[config.mk]
export PLATFORM = sky130hd
export DESIGN_NAME = exception_vector_sequencer
export DESIGN_NICKNAME = d
export VERILOG_FILES = /design/src/inc/exc_pkg.sv /design/src/core/exception_vector_sequencer.sv
export SDC_FILE = /design/constraint.sdc
export NUM_CORES = 1
export LEC_CHECK = 0
export BUFFER_PORTS_ARGS = -buffer_cell sky130_fd_sc_hd__buf_4
export CAP_MARGIN = 20
export CORE_MARGIN = 2
export CORE_UTILIZATION = 35
export DETAILED_ROUTE_END_ITERATION = 12
export GPL_ROUTABILITY_DRIVEN = 0
export PLACE_DENSITY = 0.63
export SYNTH_ARGS = -nofsm -noshare
export SYNTH_HDL_FRONTEND = slang
export SYNTH_SLANG_ARGS = --single-unit
[constraint.sdc]
create_clock -name i_clk -period 2.8 [get_ports i_clk]
set_input_delay 0.28 -clock i_clk [delete_from_list [all_inputs] [get_ports i_clk]]
set_output_delay 0.28 -clock i_clk [all_outputs]
set_load 0.01 [all_outputs]
[src/inc/exc_pkg.sv]
// Constants and types shared by the exception vector sequencer.
package exc_pkg;

    // Bus and vector widths.
    localparam int ADDR_W = 24;
    localparam int DATA_W = 16;
    localparam int VEC_W  = 8;

    // Status word field positions.
    localparam int STAT_TRACE_BIT = 15;
    localparam int STAT_SUPER_BIT = 13;
    localparam int STAT_MASK_HI   = 10;
    localparam int STAT_MASK_LO   = 8;

    // Status word after reset: supervisor, no trace, mask at level 7.
    localparam logic [15:0] RESET_STATUS_WORD = 16'h2700;

    // Internally generated vector numbers.
    localparam logic [7:0] VEC_RESET         = 8'h00;
    localparam logic [7:0] VEC_BUS_ERROR     = 8'h02;
    localparam logic [7:0] VEC_ADDRESS_ERROR = 8'h03;
    localparam logic [7:0] VEC_ILLEGAL       = 8'h04;
    localparam logic [7:0] VEC_DIVIDE_ZERO   = 8'h05;
    localparam logic [7:0] VEC_BOUND_CHECK   = 8'h06;
    localparam logic [7:0] VEC_OVERFLOW_TRAP = 8'h07;
    localparam logic [7:0] VEC_PRIVILEGE     = 8'h08;
    localparam logic [7:0] VEC_TRACE         = 8'h09;
    localparam logic [7:0] VEC_LINE_A        = 8'h0a;
    localparam logic [7:0] VEC_LINE_F        = 8'h0b;
    localparam logic [7:0] VEC_SPURIOUS      = 8'h18;
    localparam logic [7:0] VEC_AUTO_BASE     = 8'h18;
    localparam logic [7:0] VEC_TRAP_BASE     = 8'h20;

    // Opcode top nibbles that select the emulator vectors.
    localparam logic [3:0] LINE_A_NIBBLE = 4'ha;
    localparam logic [3:0] LINE_F_NIBBLE = 4'hf;

    // Vector table geometry and sequencing counts.
    localparam int          VEC_SHIFT        = 2;
    localparam int          VEC_TABLE_BYTES  = 1024;
    localparam logic [1:0]  VEC_LAST_WORD    = 2'h1;
    localparam logic [1:0]  RESET_LAST_WORD  = 2'h3;
    localparam logic [1:0]  FRAME_LAST_WORD  = 2'h2;
    localparam logic [31:0] STACK_STEP       = 32'h2;
    localparam logic [19:0] IACK_ADDR_HI     = 20'hfffff;

    // Exception causes presented by the core.
    typedef enum logic [3:0] {
        cause_reset,
        cause_bus_error,
        cause_address_error,
        cause_illegal_opcode,
        cause_divide_zero,
        cause_bound_check_instruction,
        cause_overflow_trap_instruction,
        cause_privilege,
        cause_trace,
        cause_interrupt,
        cause_trap
    } cause_t;

    // Address spaces of a bus cycle.
    typedef enum logic [1:0] {
        supervisor_data_space,
        supervisor_program_space,
        cpu_space
    } space_t;

    // Sequencer states.
    typedef enum logic [1:0] {
        st_idle,
        st_iack,
        st_stack,
        st_fetch
    } state_t;

    // One bus cycle request.
    typedef struct packed {
        logic              req;
        logic              write;
        space_t            space;
        logic [ADDR_W-1:0] addr;
        logic [DATA_W-1:0] wdata;
    } bus_cmd_t;

endpackage

[src/core/exception_vector_sequencer.sv]
// Exception entry sequencer: status update, vector number, stacking, fetch.
`timescale 1ns/100ps

module exception_vector_sequencer
    import exc_pkg::*;
(
    input  wire logic              i_clk,            // Processor clock.
    input  wire logic              i_reset,          // Sync reset, high.
    input  wire logic              i_exc_req,        // Start exception.
    input  wire cause_t            i_exc_cause,      // Exception cause.
    input  wire logic [15:0]       i_opcode,         // Offending opcode.
    input  wire logic [3:0]        i_trap_num,       // Trap operand n.
    input  wire logic [2:0]        i_interrupt_level_inputs, // Level.
    input  wire logic [15:0]       i_status_word,    // Current status.
    input  wire logic [31:0]       i_pc,             // Return address.
    input  wire logic [31:0]       i_supervisor_stack_pointer, // Stack.
    input  wire logic              i_bus_ack,        // Cycle done.
    input  wire logic              i_bus_err,        // Cycle bus error.
    input  wire logic              i_bus_autovector, // Autovector ask.
    input  wire logic [DATA_W-1:0] i_bus_rdata,      // Read data.
    output bus_cmd_t               o_bus,            // Bus cycle request.
    output logic                   o_busy,           // Sequence running.
    output logic                   o_done,           // Handler ready.
    output logic [31:0]            o_pc,             // Handler address.
    output logic [31:0]            o_supervisor_stack_pointer, // New stack.
    output logic [15:0]            o_status_word,    // New status word.
    output logic [15:0]            o_saved_status_word, // Copy taken.
    output logic [VEC_W-1:0]       o_vector_num      // Vector used.
);

    // Whole sequencer state in one record.
    typedef struct packed {
        state_t      state;
        cause_t      cause;
        logic [1:0]  word;
        logic [2:0]  level;
        logic [7:0]  vec;
        logic [15:0] saved_stat;
        logic [15:0] stat;
        logic [31:0] pc;
        logic [31:0] stk_ptr;
        bus_cmd_t    bus;
        logic        busy;
        logic        done;
    } seq_state_t;

    seq_state_t s_ff;
    seq_state_t nxt_s;

    // Vector number that internal logic supplies for a non-interrupt cause.
    function automatic logic [7:0] internal_vector(
        input cause_t     cause,
        input logic [15:0] opcode,
        input logic [3:0] trap_num
    );
        logic [7:0] v;
        v = VEC_ILLEGAL;
        case (cause)
            cause_reset:                     v = VEC_RESET;
            cause_bus_error:                 v = VEC_BUS_ERROR;
            cause_address_error:             v = VEC_ADDRESS_ERROR;
            cause_divide_zero:               v = VEC_DIVIDE_ZERO;
            cause_bound_check_instruction:   v = VEC_BOUND_CHECK;
            cause_overflow_trap_instruction: v = VEC_OVERFLOW_TRAP;
            cause_privilege:                 v = VEC_PRIVILEGE;
            cause_trace:                     v = VEC_TRACE;
            cause_trap:                      v = VEC_TRAP_BASE
                                                 + {4'h0, trap_num};
            cause_illegal_opcode: begin
                if (opcode[15:12] == LINE_A_NIBBLE) begin
                    v = VEC_LINE_A;
                end else if (opcode[15:12] == LINE_F_NIBBLE) begin
                    v = VEC_LINE_F;
                end else begin
                    v = VEC_ILLEGAL;
                end
            end
            default:                         v = VEC_ILLEGAL;
        endcase
        return v;
    endfunction

    // Bus address of one word of a vector, cut to the bus width.
    function automatic logic [ADDR_W-1:0] vector_word_addr(
        input logic [7:0] vec,
        input logic [1:0] word
    );
        logic [31:0] offset;
        offset = {22'h0, vec, 2'h0};
        offset = offset + {29'h0, word, 1'h0};
        return offset[ADDR_W-1:0];
    endfunction

    // Next-state logic of the whole sequence.
    always_comb begin
        nxt_s = s_ff;
        nxt_s.done = 1'b0;
        case (s_ff.state)
            st_idle: begin
                if (i_exc_req) begin
                    nxt_s.cause = i_exc_cause;
                    nxt_s.saved_stat = i_status_word;
                    nxt_s.stat = i_status_word;
                    nxt_s.stat[STAT_SUPER_BIT] = 1'b1;
                    nxt_s.stat[STAT_TRACE_BIT] = 1'b0;
                    nxt_s.level = i_interrupt_level_inputs;
                    nxt_s.pc = i_pc;
                    nxt_s.stk_ptr = i_supervisor_stack_pointer;
                    nxt_s.word = 2'h0;
                    nxt_s.vec = internal_vector(i_exc_cause, i_opcode,
                                                i_trap_num);
                    if (i_exc_cause == cause_interrupt) begin
                        nxt_s.stat[STAT_MASK_HI:STAT_MASK_LO] =
                            i_interrupt_level_inputs;
                        nxt_s.state = st_iack;
                    end else if (i_exc_cause == cause_reset) begin
                        nxt_s.stat = RESET_STATUS_WORD;
                        nxt_s.state = st_fetch;
                    end else begin
                        nxt_s.state = st_stack;
                    end
                end
            end
            st_iack: begin
                if (!s_ff.bus.req) begin
                    // Acknowledge cycle shows the level on the address bus.
                    nxt_s.bus.req = 1'b1;
                    nxt_s.bus.write = 1'b0;
                    nxt_s.bus.space = cpu_space;
                    nxt_s.bus.addr = {IACK_ADDR_HI, s_ff.level, 1'h1};
                    nxt_s.bus.wdata = '0;
                end else if (i_bus_err) begin
                    nxt_s.bus.req = 1'b0;
                    nxt_s.vec = VEC_SPURIOUS;
                    nxt_s.state = st_stack;
                end else if (i_bus_ack) begin
                    nxt_s.bus.req = 1'b0;
                    if (i_bus_autovector) begin
                        nxt_s.vec = VEC_AUTO_BASE
                                    + {5'h0, s_ff.level};
                    end else begin
                        nxt_s.vec = i_bus_rdata[7:0];
                    end
                    nxt_s.state = st_stack;
                end
            end
            st_stack: begin
                if (!s_ff.bus.req) begin
                    // Predecrement, then write: counter low, high, status.
                    nxt_s.stk_ptr = s_ff.stk_ptr - STACK_STEP;
                    nxt_s.bus.req = 1'b1;
                    nxt_s.bus.write = 1'b1;
                    nxt_s.bus.space = supervisor_data_space;
                    nxt_s.bus.addr = nxt_s.stk_ptr[ADDR_W-1:0];
                    case (s_ff.word)
                        2'h0:    nxt_s.bus.wdata = s_ff.pc[15:0];
                        2'h1:    nxt_s.bus.wdata = s_ff.pc[31:16];
                        default: nxt_s.bus.wdata = s_ff.saved_stat;
                    endcase
                end else if (i_bus_ack || i_bus_err) begin
                    nxt_s.bus.req = 1'b0;
                    if (s_ff.word == FRAME_LAST_WORD) begin
                        nxt_s.word = 2'h0;
                        nxt_s.state = st_fetch;
                    end else begin
                        nxt_s.word = s_ff.word + 2'h1;
                    end
                end
            end
            st_fetch: begin
                if (!s_ff.bus.req) begin
                    nxt_s.bus.req = 1'b1;
                    nxt_s.bus.write = 1'b0;
                    nxt_s.bus.wdata = '0;
                    nxt_s.bus.addr = vector_word_addr(s_ff.vec, s_ff.word);
                    if (s_ff.cause == cause_reset) begin
                        nxt_s.bus.space = supervisor_program_space;
                    end else begin
                        nxt_s.bus.space = supervisor_data_space;
                    end
                end else if (i_bus_ack || i_bus_err) begin
                    nxt_s.bus.req = 1'b0;
                    // Even words are high halves, odd words low halves.
                    if (s_ff.cause == cause_reset && !s_ff.word[1]) begin
                        if (!s_ff.word[0]) begin
                            nxt_s.stk_ptr[31:16] = i_bus_rdata;
                        end else begin
                            nxt_s.stk_ptr[15:0] = i_bus_rdata;
                        end
                    end else if (!s_ff.word[0]) begin
                        nxt_s.pc[31:16] = i_bus_rdata;
                    end else begin
                        nxt_s.pc[15:0] = i_bus_rdata;
                    end
                    if ((s_ff.cause == cause_reset
                         && s_ff.word == RESET_LAST_WORD)
                        || (s_ff.cause != cause_reset
                         && s_ff.word == VEC_LAST_WORD)) begin
                        nxt_s.word = 2'h0;
                        nxt_s.done = 1'b1;
                        nxt_s.state = st_idle;
                    end else begin
                        nxt_s.word = s_ff.word + 2'h1;
                    end
                end
            end
            default: begin
                nxt_s.state = st_idle;
                nxt_s.bus.req = 1'b0;
            end
        endcase
        nxt_s.busy = (nxt_s.state != st_idle);
    end

    // State register; reset starts the reset vector fetch at once.
    always_ff @(posedge i_clk) begin
        if (i_reset) begin
            s_ff <= '0;
            s_ff.state <= st_fetch;
            s_ff.cause <= cause_reset;
            s_ff.vec <= VEC_RESET;
            s_ff.stat <= RESET_STATUS_WORD;
            s_ff.bus.space <= supervisor_program_space;
            s_ff.busy <= 1'b1;
        end else begin
            s_ff <= nxt_s;
        end
    end

    // Outputs come straight from the state register.
    assign o_bus = s_ff.bus;
    assign o_busy = s_ff.busy;
    assign o_done = s_ff.done;
    assign o_pc = s_ff.pc;
    assign o_supervisor_stack_pointer = s_ff.stk_ptr;
    assign o_status_word = s_ff.stat;
    assign o_saved_status_word = s_ff.saved_stat;
    assign o_vector_num = s_ff.vec;

endmodule

# After elaboration in Yosys (flattened, before gate mapping)
# Cells that the tools add are included.
dict set report totals {
  register_bits 161
  output_inout_bits 150
  word_cells 137
}
dict set report op_classes {
  add_sub_neg 5
  eq_ne 32
  n_mux 54
  n_bitwise 3
  n_reduce_logical 25
}
# op n
set op_table {}
lappend op_table {{44-bit case mux with 3 select lines} 1}
lappend op_table {{43-bit 2-to-1 mux} 3}
lappend op_table {{115-bit 2-to-1 mux} 1}
lappend op_table {{32-bit 2-to-1 mux} 3}
lappend op_table {{32-bit case mux with 3 select lines} 1}
lappend op_table {{7-bit case mux with 10 select lines} 1}
lappend op_table {{65-bit 2-to-1 mux} 1}
lappend op_table {{64-bit 2-to-1 mux} 1}
lappend op_table {{32-bit case mux with 2 select lines} 1}
lappend op_table {{8-bit 2-to-1 mux} 5}
lappend op_table {{16-bit 2-to-1 mux} 2}
lappend op_table {{2-bit 2-to-1 mux} 16}
lappend op_table {{16-bit case mux with 2 select lines} 1}
lappend op_table {{32-bit by 2-bit subtractor with 32-bit output (second input constant)} 1}
lappend op_table {{2-bit != test (second input constant)} 13}
lappend op_table {{4-bit == test (second input constant)} 5}
lappend op_table {{6-bit AND reduction} 3}
lappend op_table {{4-bit by 3-bit == test with 1-bit output (second input constant)} 4}
lappend op_table {{8-bit case mux with 2 select lines} 1}
lappend op_table {{15-bit 2-to-1 mux} 1}
lappend op_table {{7-bit AND reduction} 2}
lappend op_table {{4-bit 2-to-1 mux} 3}
lappend op_table {{10-bit by 3-bit adder with 11-bit output} 1}
lappend op_table {{1-bit 2-to-1 mux} 9}
lappend op_table {{23 further kinds} 39}

# Longest topological paths before layout
# Gate-level depths: netlist (run 1).
dict set report logic_depth {
  word_depth 8
  mapped_depth 9
}

# Least setup slack after synthesis (run 1)
# No wires, ideal clock.
dict set report synth_path {
  path_type {reg2reg}
  startpoint {reg s_ff, in the netlist o_supervisor_stack_pointer[5]}
  endpoint {reg s_ff, in the netlist o_supervisor_stack_pointer[28]}
  setup_time_ns 0.130
  t_arrival_ns 2.180
  required_ns 2.670
  path_slack_ns 0.490
  path_stages_with_launch 9
  path_buffers 3
  cell_sequence {dfxtp_1 buf_6 or3_2 clkbuf_2 or3_4 buf_6 or4_1 a21oi_1 o32ai_1}
}
dict set report synth_between {
  elab_chain_cells 3
}
# item line_no
set synth_rtl {}
lappend synth_rtl {{start, declared} exception_vector_sequencer.sv:47} ;# seq_state_t s_ff;
lappend synth_rtl {{start signal, assigned} exception_vector_sequencer.sv:226} ;# s_ff <= nxt_s;
lappend synth_rtl {{32-bit by 2-bit subtractor with 32-bit output} exception_vector_sequencer.sv:150} ;# nxt_s.stk_ptr = s_ff.stk_ptr - STACK_STEP;
lappend synth_rtl {{32-bit 2-to-1 mux} exception_vector_sequencer.sv:148} ;# if (!s_ff.bus.req) begin
lappend synth_rtl {{32-bit case mux with 3 select lines} exception_vector_sequencer.sv:98} ;# case (s_ff.state)
# Every way passes these cells. The select of a mux whose other input is x is not followed.
# A chain may end at the register's enable or synchronous reset.

# Final worst setup path (run 1)
dict set report layout_path {
  startpoint {reg s_ff, in the netlist o_supervisor_stack_pointer[1]}
  endpoint {reg s_ff, in the netlist o_supervisor_stack_pointer[17]}
}
# The elaborated chain is that of the path after synthesis.

==> reports/metrics.csv, run 1 <==
stage;metric;value;unit
run_status;status;finished clean;
cts;cts_tree;built;
detailed_routing;totalWireLength;33000;um
synth;synth-edff-count;0;
floorplanning;dieArea;0.0272;sq mm
detailed_routing;vias;8871;
floorplanning;die_w;165;um
cts;htreeDepth;4;
place;numPortBuffers;264;
floorplanning;initial_core_util;35.8;%
final_layout;final_cells;1605;
worst_hold_path;worstHoldPathType;in -> reg;
timing;fmax;417;MHz
synth;yosysTopAreaCell;dfxtp_1;
detailed_routing;drt-initial-drc-count;1097;
setup_path;path_max_fanout;8;
final_layout;layout.nets;1400;
synth;syn_avg_cell_area;7.75;sq um
global_route;grt_start_max_net_pins;83;
synth;synth.most_common_cell;dfxtp_1;
synth;synth_nets;1308;
cts;postCtsHoldBufs;0;
synth;synth_area_leaders;dfxtp_1, buf_4, a21oi_1;
detailed_routing;vias_per_cell;5.53;
flow_run;drv_cap;0;
global_route;grt.overflow.total;0;
setup_path;cp.required;3.14;ns
floorplanning;core_area;0.0253;sq mm
setup_path;critPathLaunchType;flip-flop;
timing;period_share;85.6;%
synth;yosysSeqAreaShare;35.1;%
synth;synth_area;0.00907;sq mm
cts;clk_pin_slew;0.07;ns
cts;root_buffer;clkbuf_16;
final_layout;area_growth;20.6;%
cts;clock_latency;0.43;ns
synth;ys.flop_type;dfxtp_1;
timing;finalMaxSlewViolations;0;
global_route;grt_pass1_vias;8051;
final_layout;layout-drive-gt1-share;27.9;%
floorplanning;boundaryPins;279;
synth;synth_common_cells;dfxtp_1, buf_4, nand2_1;
cts;cts_resized;0;
timing;final_hold_viol_count;0;
timing;setup_viol;0;
global_route;antenna_found_initial;0;
pwr;p_clk_share;40.1;%
synth;ys_seq_elements;159;
timing;worstMarginPinSlew;0.985;ns
final_layout;fillCellCount;2593;
cts;clockBufferDepth;2;
timing;slew_headroom;33.6;%
pwr;peakVddDrop;0.000344;V
final_layout;utilization;43.2;%
place;dpl.cell_count;1572;
detailed_routing;wl_per_cell;20.6;um
pwr;power_switching;1.73;mW
cts;numCtsBuffers;17;
synth;synthCells;1170;
timing;finClkSkew;0.0148;ns
place;dpl.hpwl;24900;um
global_route;grt_pass1_wl;48400;um
synth;synth_warnings;0;
timing;fin_crit;2.40;ns
pwr;p_sw_share;30.3;%
floorplanning;rows;58;
synth;yosysTopAreaCellShare;35.1;%
timing;grt_setup_unrepaired;no;
global_route;grtUsageTotal;23.6;%
detailed_routing;drt_pass1_iterations;6;
setup_path;cp.arrival;2.74;ns
setup_path;endpoint_kind;flip-flop;
cts;cts.sinks;159;
synth;async_flop_share;0;%
detailed_routing;postRouteAntennaNets;0;
timing;setup_tns;0;ns
final_layout;diodes;0;
pwr;p_leak;4.40;nW
pwr;p_seq_share;41.6;%
cts;post_cts_buffers;0;
floorplanning;die_h;165;um
synth;synth_cell_types;70;
setup_path;critPathKind;reg -> reg;
pwr;p_comb_share;18.2;%
detailed_routing;post-route-drc-count;0;
pwr;power_density;524;mW/mm^2
pwr;power.internal;3.99;mW
setup_path;r2r_slack;0.40;ns
## power groups by stage
stage	Clock, mW	Combinational (mW)	Sequential [mW]
floorplan	0	0.628	2.41
detailed placement	0	1.02	2.44
global placement	0	1.02	2.44
global route	2.41	1.12	2.39
finish	2.30	1.05	2.39
CTS	2.32	1.03	2.38
## final cells by class
cell class	count	area [sq um]	area share, %
clock buffers	18	429	3.92
multi-input cells	764	4390	40.1
repair buffers	308	2340	21.4
flip-flops and latches	159	3180	29.1
well taps	330	413	3.78
clock inverters	14	131	1.20
inverters	12	45.0	0.412
## layout by cell type, fill, tap and decap left out, types with 5 or more instances in the layout
cell type and n:
nand2_1 137, a22oi_1 39, nor3_1 35, nand4_1 6, a31oi_1 8, a21oi_1 114
nand3_1 20, a21o_1 6, o31a_1 5, ha_1 9, dfxtp_1 159, or4_1 7
o21ai_0 30, mux2i_1 10, a311oi_1 24, o21a_1 5, a211oi_1 42, nand2b_1 8
a211o_1 5, nor4_1 12, a221oi_1 8, inv_1 11, xnor2_1 8, o22ai_1 7
and2_1 7, buf_4 306, nor2b_1 5, clkbuf_16 17, nor2_1 131, inv_6 6
xor2_1 9
## metal layers
layer,track usage (%),wire (um)
met3,4.17,2880
met2,35.5,14500
met5,0,0
met1,33.7,14600
met4,8.46,986
## critical path, stage by stage, from the launching register on
cell and delay [ns]:
dfxtp_1 0.37, inv_1 0.10, ha_1 0.22, nor3b_1 0.30
nand4_1 0.40, buf_4 0.31, nor4_1 0.24, o21ai_0 0.12
a311oi_1 0.26
## sequential cells by signal (all words and copies together), names as in the netlist
| name | flops |
|---|---|
| o_supervisor_stack_pointer | 32 |
| o_status_word | 14 |
| o_vector_num | 8 |
| o_pc | 32 |
| o_bus | 44 |
| o_saved_status_word | 16 |
| o_busy | 1 |
| s_ff | 11 |
| o_done | 1 |
## cells by family after synthesis
family | Yosys count | share of synthesized area, %
simple gates | 388 | 19.2
xor+xnor | 17 | 1.64
buf+inv | 247 | 16.6
flops | 159 | 35.1
mux | 12 | 1.35
compound gates | 336 | 24.8
other cells | 2 | 0.0828
fa+ha+maj | 9 | 1.24
## through the flow
step,setup WS [ns],power [mW],area (sq um),hold slack (ns)
finish,0.404,5.73,10900,0.0957
global route,0.153,5.92,10900,0.0899
CTS,0.447,5.73,10900,0.0836
detailed placement,0.476,3.46,10300,0.445
global placement,0.494,3.45,10300,0.439
floorplan,0.490,3.04,9070,0.416
## worst paths after layout
| path | from | end | depth (start not counted) |
|---|---|---|---|
| setup / recovery | o_supervisor_stack_pointer[1]$_SDFFE_PP0P_ | o_supervisor_stack_pointer[17]$_SDFFE_PP0P_ | 8 |
| hold / removal | i_status_word[3] | o_status_word[3]$_SDFFE_PP0P_ | 3 |
| setup reg to reg | o_supervisor_stack_pointer[1]$_SDFFE_PP0P_ | o_supervisor_stack_pointer[17]$_SDFFE_PP0P_ | 8 |
| hold reg to reg | s_ff[158]$_SDFFE_PP0P_ | s_ff[158]$_SDFFE_PP0P_ | 2 |
(Power assumes the default switching activity.)
==> inputs of run 2 (changes only) <==
--- a/config.mk
+++ b/config.mk
@@ -7,11 +7,13 @@
 export LEC_CHECK = 0
 export BUFFER_PORTS_ARGS = -buffer_cell sky130_fd_sc_hd__buf_4
 export CAP_MARGIN = 20
+export CELL_PAD_IN_SITES_DETAIL_PLACEMENT = 1
+export CELL_PAD_IN_SITES_GLOBAL_PLACEMENT = 2
 export CORE_MARGIN = 2
-export CORE_UTILIZATION = 35
+export CORE_UTILIZATION = 29
 export DETAILED_ROUTE_END_ITERATION = 12
 export GPL_ROUTABILITY_DRIVEN = 0
-export PLACE_DENSITY = 0.63
+export PLACE_DENSITY = 0.86
 export SYNTH_ARGS = -nofsm -noshare
 export SYNTH_HDL_FRONTEND = slang
 export SYNTH_SLANG_ARGS = --single-unit
==> constraint.sdc (replaced) <==
create_clock -name i_clk -period 2.3 [get_ports i_clk]
set_input_delay 0.23 -clock i_clk [delete_from_list [all_inputs] [get_ports i_clk]]
set_output_delay 0.23 -clock i_clk [all_outputs]
set_load 0.01 [all_outputs]
==> reports/metrics.csv, run 2 (synthesis results as in run 1) <==
stage;metric;value;unit;change
cts;numCtsBuffers;17;;unchanged
detailed_routing;postRouteAntennaNets;0;;unchanged
place;dpl.hpwl;28700;um;+15%
final_layout;layout_commonest_cell;buf_4;;
pwr;p_leak;4.56;nW;+3.7%
cts;clockBufferDepth;2;;unchanged
global_route;antenna_found_initial;1;;+1
flow_run;drv_cap;0;;unchanged
setup_path;r2r_slack;0.1;ns;-0.31 ns
detailed_routing;post-route-drc-count;0;;unchanged
final_layout;largest_register_ffs;44;;unchanged
detailed_routing;vias;9036;;+1.9%
setup_path;critPathKind;reg -> reg;;
setup_path;worstReg2RegEnd;o_supervisor_stack_pointer[28]$_SDFFE_PP0P_;;
setup_path;endpoint_kind;flip-flop;;
setup_path;worstSetupStartpoint;o_supervisor_stack_pointer[1]$_SDFFE_PP0P_;;
worst_hold_path;min_from;i_status_word[0];;
timing;setup_viol;0;;unchanged
cts;root_buffer;clkbuf_16;;
global_route;grt_start_max_net_pins;99;;+19%
floorplanning;rows;64;;+10%
global_route;grt_pass1_vias;9122;;+13%
setup_path;reg2regPathDepth;5;;-3
floorplanning;core_area;0.0307;sq mm;+21%
timing;fmax;454;MHz;+8.8%
final_layout;utilization;36.8;%;-6.3 points
place;numPortBuffers;264;;unchanged
floorplanning;boundaryPins;279;;unchanged
timing;grt_setup_unrepaired;no;;
final_layout;seq_area;0.00318;sq mm;unchanged
detailed_routing;wl_per_cell;22.0;um;+7.0%
timing;finalMaxSlewViolations;0;;unchanged
cts;cts_tree;built;;
cts;cts.sinks;159;;unchanged
timing;slew_headroom;51.3;%;+18 points
worst_hold_path;hold_depth;3;;unchanged
detailed_routing;drt_pass1_iterations;7;;+1
setup_path;path_max_fanout;7;;-1
floorplanning;initial_core_util;29.6;%;-6.2 points
pwr;peakVddDrop;0.000479;V;+39%
floorplanning;die_w;181;um;+9.6%
global_route;grt_pass1_wl;55500;um;+15%
final_layout;fillCellCount;3730;;+44%
setup_path;critPathLaunchType;flip-flop;;
cts;clock_latency;0.43;ns;about the same
timing;period_share;95.8;%;+10 points
setup_path;cp.arrival;2.51;ns;-0.23 ns
timing;worstMarginPinSlew;0.723;ns;-0.262 ns
pwr;power_density;628;mW/mm^2;+20%
global_route;grt.overflow.total;0;;unchanged
detailed_routing;vias_per_cell;5.32;;-3.8%
timing;final_hold_viol_count;0;;unchanged
global_route;grtUsageTotal;22.0;%;-1.6 points
final_layout;multi_input_area;0.00443;sq mm;+0.80%
final_layout;layout.nets;1429;;+2.1%
setup_path;rr_startpoint;o_supervisor_stack_pointer[1]$_SDFFE_PP0P_;;
detailed_routing;totalWireLength;37400;um;+13%
timing;finClkSkew;0.0117;ns;-0.00307 ns
cts;clk_pin_slew;0.07;ns;about the same
cts;htreeDepth;4;;unchanged
setup_path;crit_end;o_supervisor_stack_pointer[28]$_SDFFE_PP0P_;;
timing;fin_crit;2.20;ns;-0.193 ns
setup_path;cp.required;2.61;ns;-0.53 ns
floorplanning;dieArea;0.0327;sq mm;+20%
worst_hold_path;worstHoldPathType;in -> reg;;
final_layout;layout-drive-gt1-share;30.2;%;+2.2 points
timing;holdWs;0.0472;ns;-0.0485 ns
detailed_routing;drt-initial-drc-count;632;;-42%
timing;setup_tns;0;ns;unchanged
run_status;status;finished clean;;
final_layout;final_cell_mix;buf_4, dfxtp_1, nand2_1, nor2_1, a21oi_1;;
final_layout;area_growth;24.6;%;
floorplanning;die_h;181;um;+9.6%
cts;postCtsHoldBufs;0;;unchanged
==> run 2: changes by cell type in the layout (fill, tap and decap cells not counted), sizes merged <==
cell    before  now
diode        0    1
clkbuf      18   17
buf        308  337
==> run 2: critical path, cell delays in order (launching register included) <==
cell	delay [ns]
dfxtp_1	0.33
or4_1	0.57
or3_4	0.46
or4_1	0.48
a21oi_1	0.13
o32ai_1	0.10
==> run 2: worst min path at each step <==
stage	end	slack, ns
after global routing	o_status_word[12]$_SDFFE_PP0P_	0.05
after global placement	s_ff[156]$_SDFFE_PP0P_	0.44
final	o_status_word[0]$_SDFFE_PP0P_	0.05
after CTS	o_status_word[2]$_SDFFE_PP0P_	0.04
after floorplan	s_ff[152]$_SDFFE_PP0P_	0.37
after detailed placement	s_ff[157]$_SDFFE_PP0P_	0.45
==> run 2: layout make-up <==
cell class / count / area share, %
multi-input combinational: 764 / 39.2
antenna: 1 / 0.0221
clock buffer: 17 / 3.76
sequential: 159 / 28.2
clock inverter: 14 / 1.16
tap: 396 / 4.38
timing repair buffer: 337 / 22.9
inverter: 12 / 0.399
==> run 2: power by group <==
part           switching, mW  internal, mW  leakage [nW]
Sequential            0.0750          2.82          1.29
Clock                   1.30          1.50         0.263
Combinational          0.802         0.597          3.01
==> run 2: metal layers <==
| metal | vias up | wire length [um] | GRT usage (%) |
|---|---|---|---|
| met5 | - | 0 | 0 |
| met4 | 0 | 995 | 7.58 |
| met3 | 46 | 2120 | 3.55 |
| met2 | 299 | 17200 | 35.5 |
| met1 | 4440 | 17100 | 29.9 |
| li1 | 4251 | - | - |
==> run 2: stage by stage <==
stage / instances / total power, mW / setup WS, ns / area (sq um)
after detailed placement: 1666 / 4.32 / 0.0994 / 10700
after global routing: 1700 / 7.35 / 0.00348 / 11300
after global placement: 1666 / 4.31 / 0.111 / 10700
after CTS: 1697 / 7.10 / 0.0947 / 11300
final: 1700 / 7.10 / 0.0969 / 11300
after floorplan: 1170 / 3.70 / 0.00760 / 9080
==> run 2: what timing repair did <==
action                                  in CTS  in global routing
endpoints found under the setup margin       0                  6
setup buffers                                0                  2
gates resized for setup                      0                  6
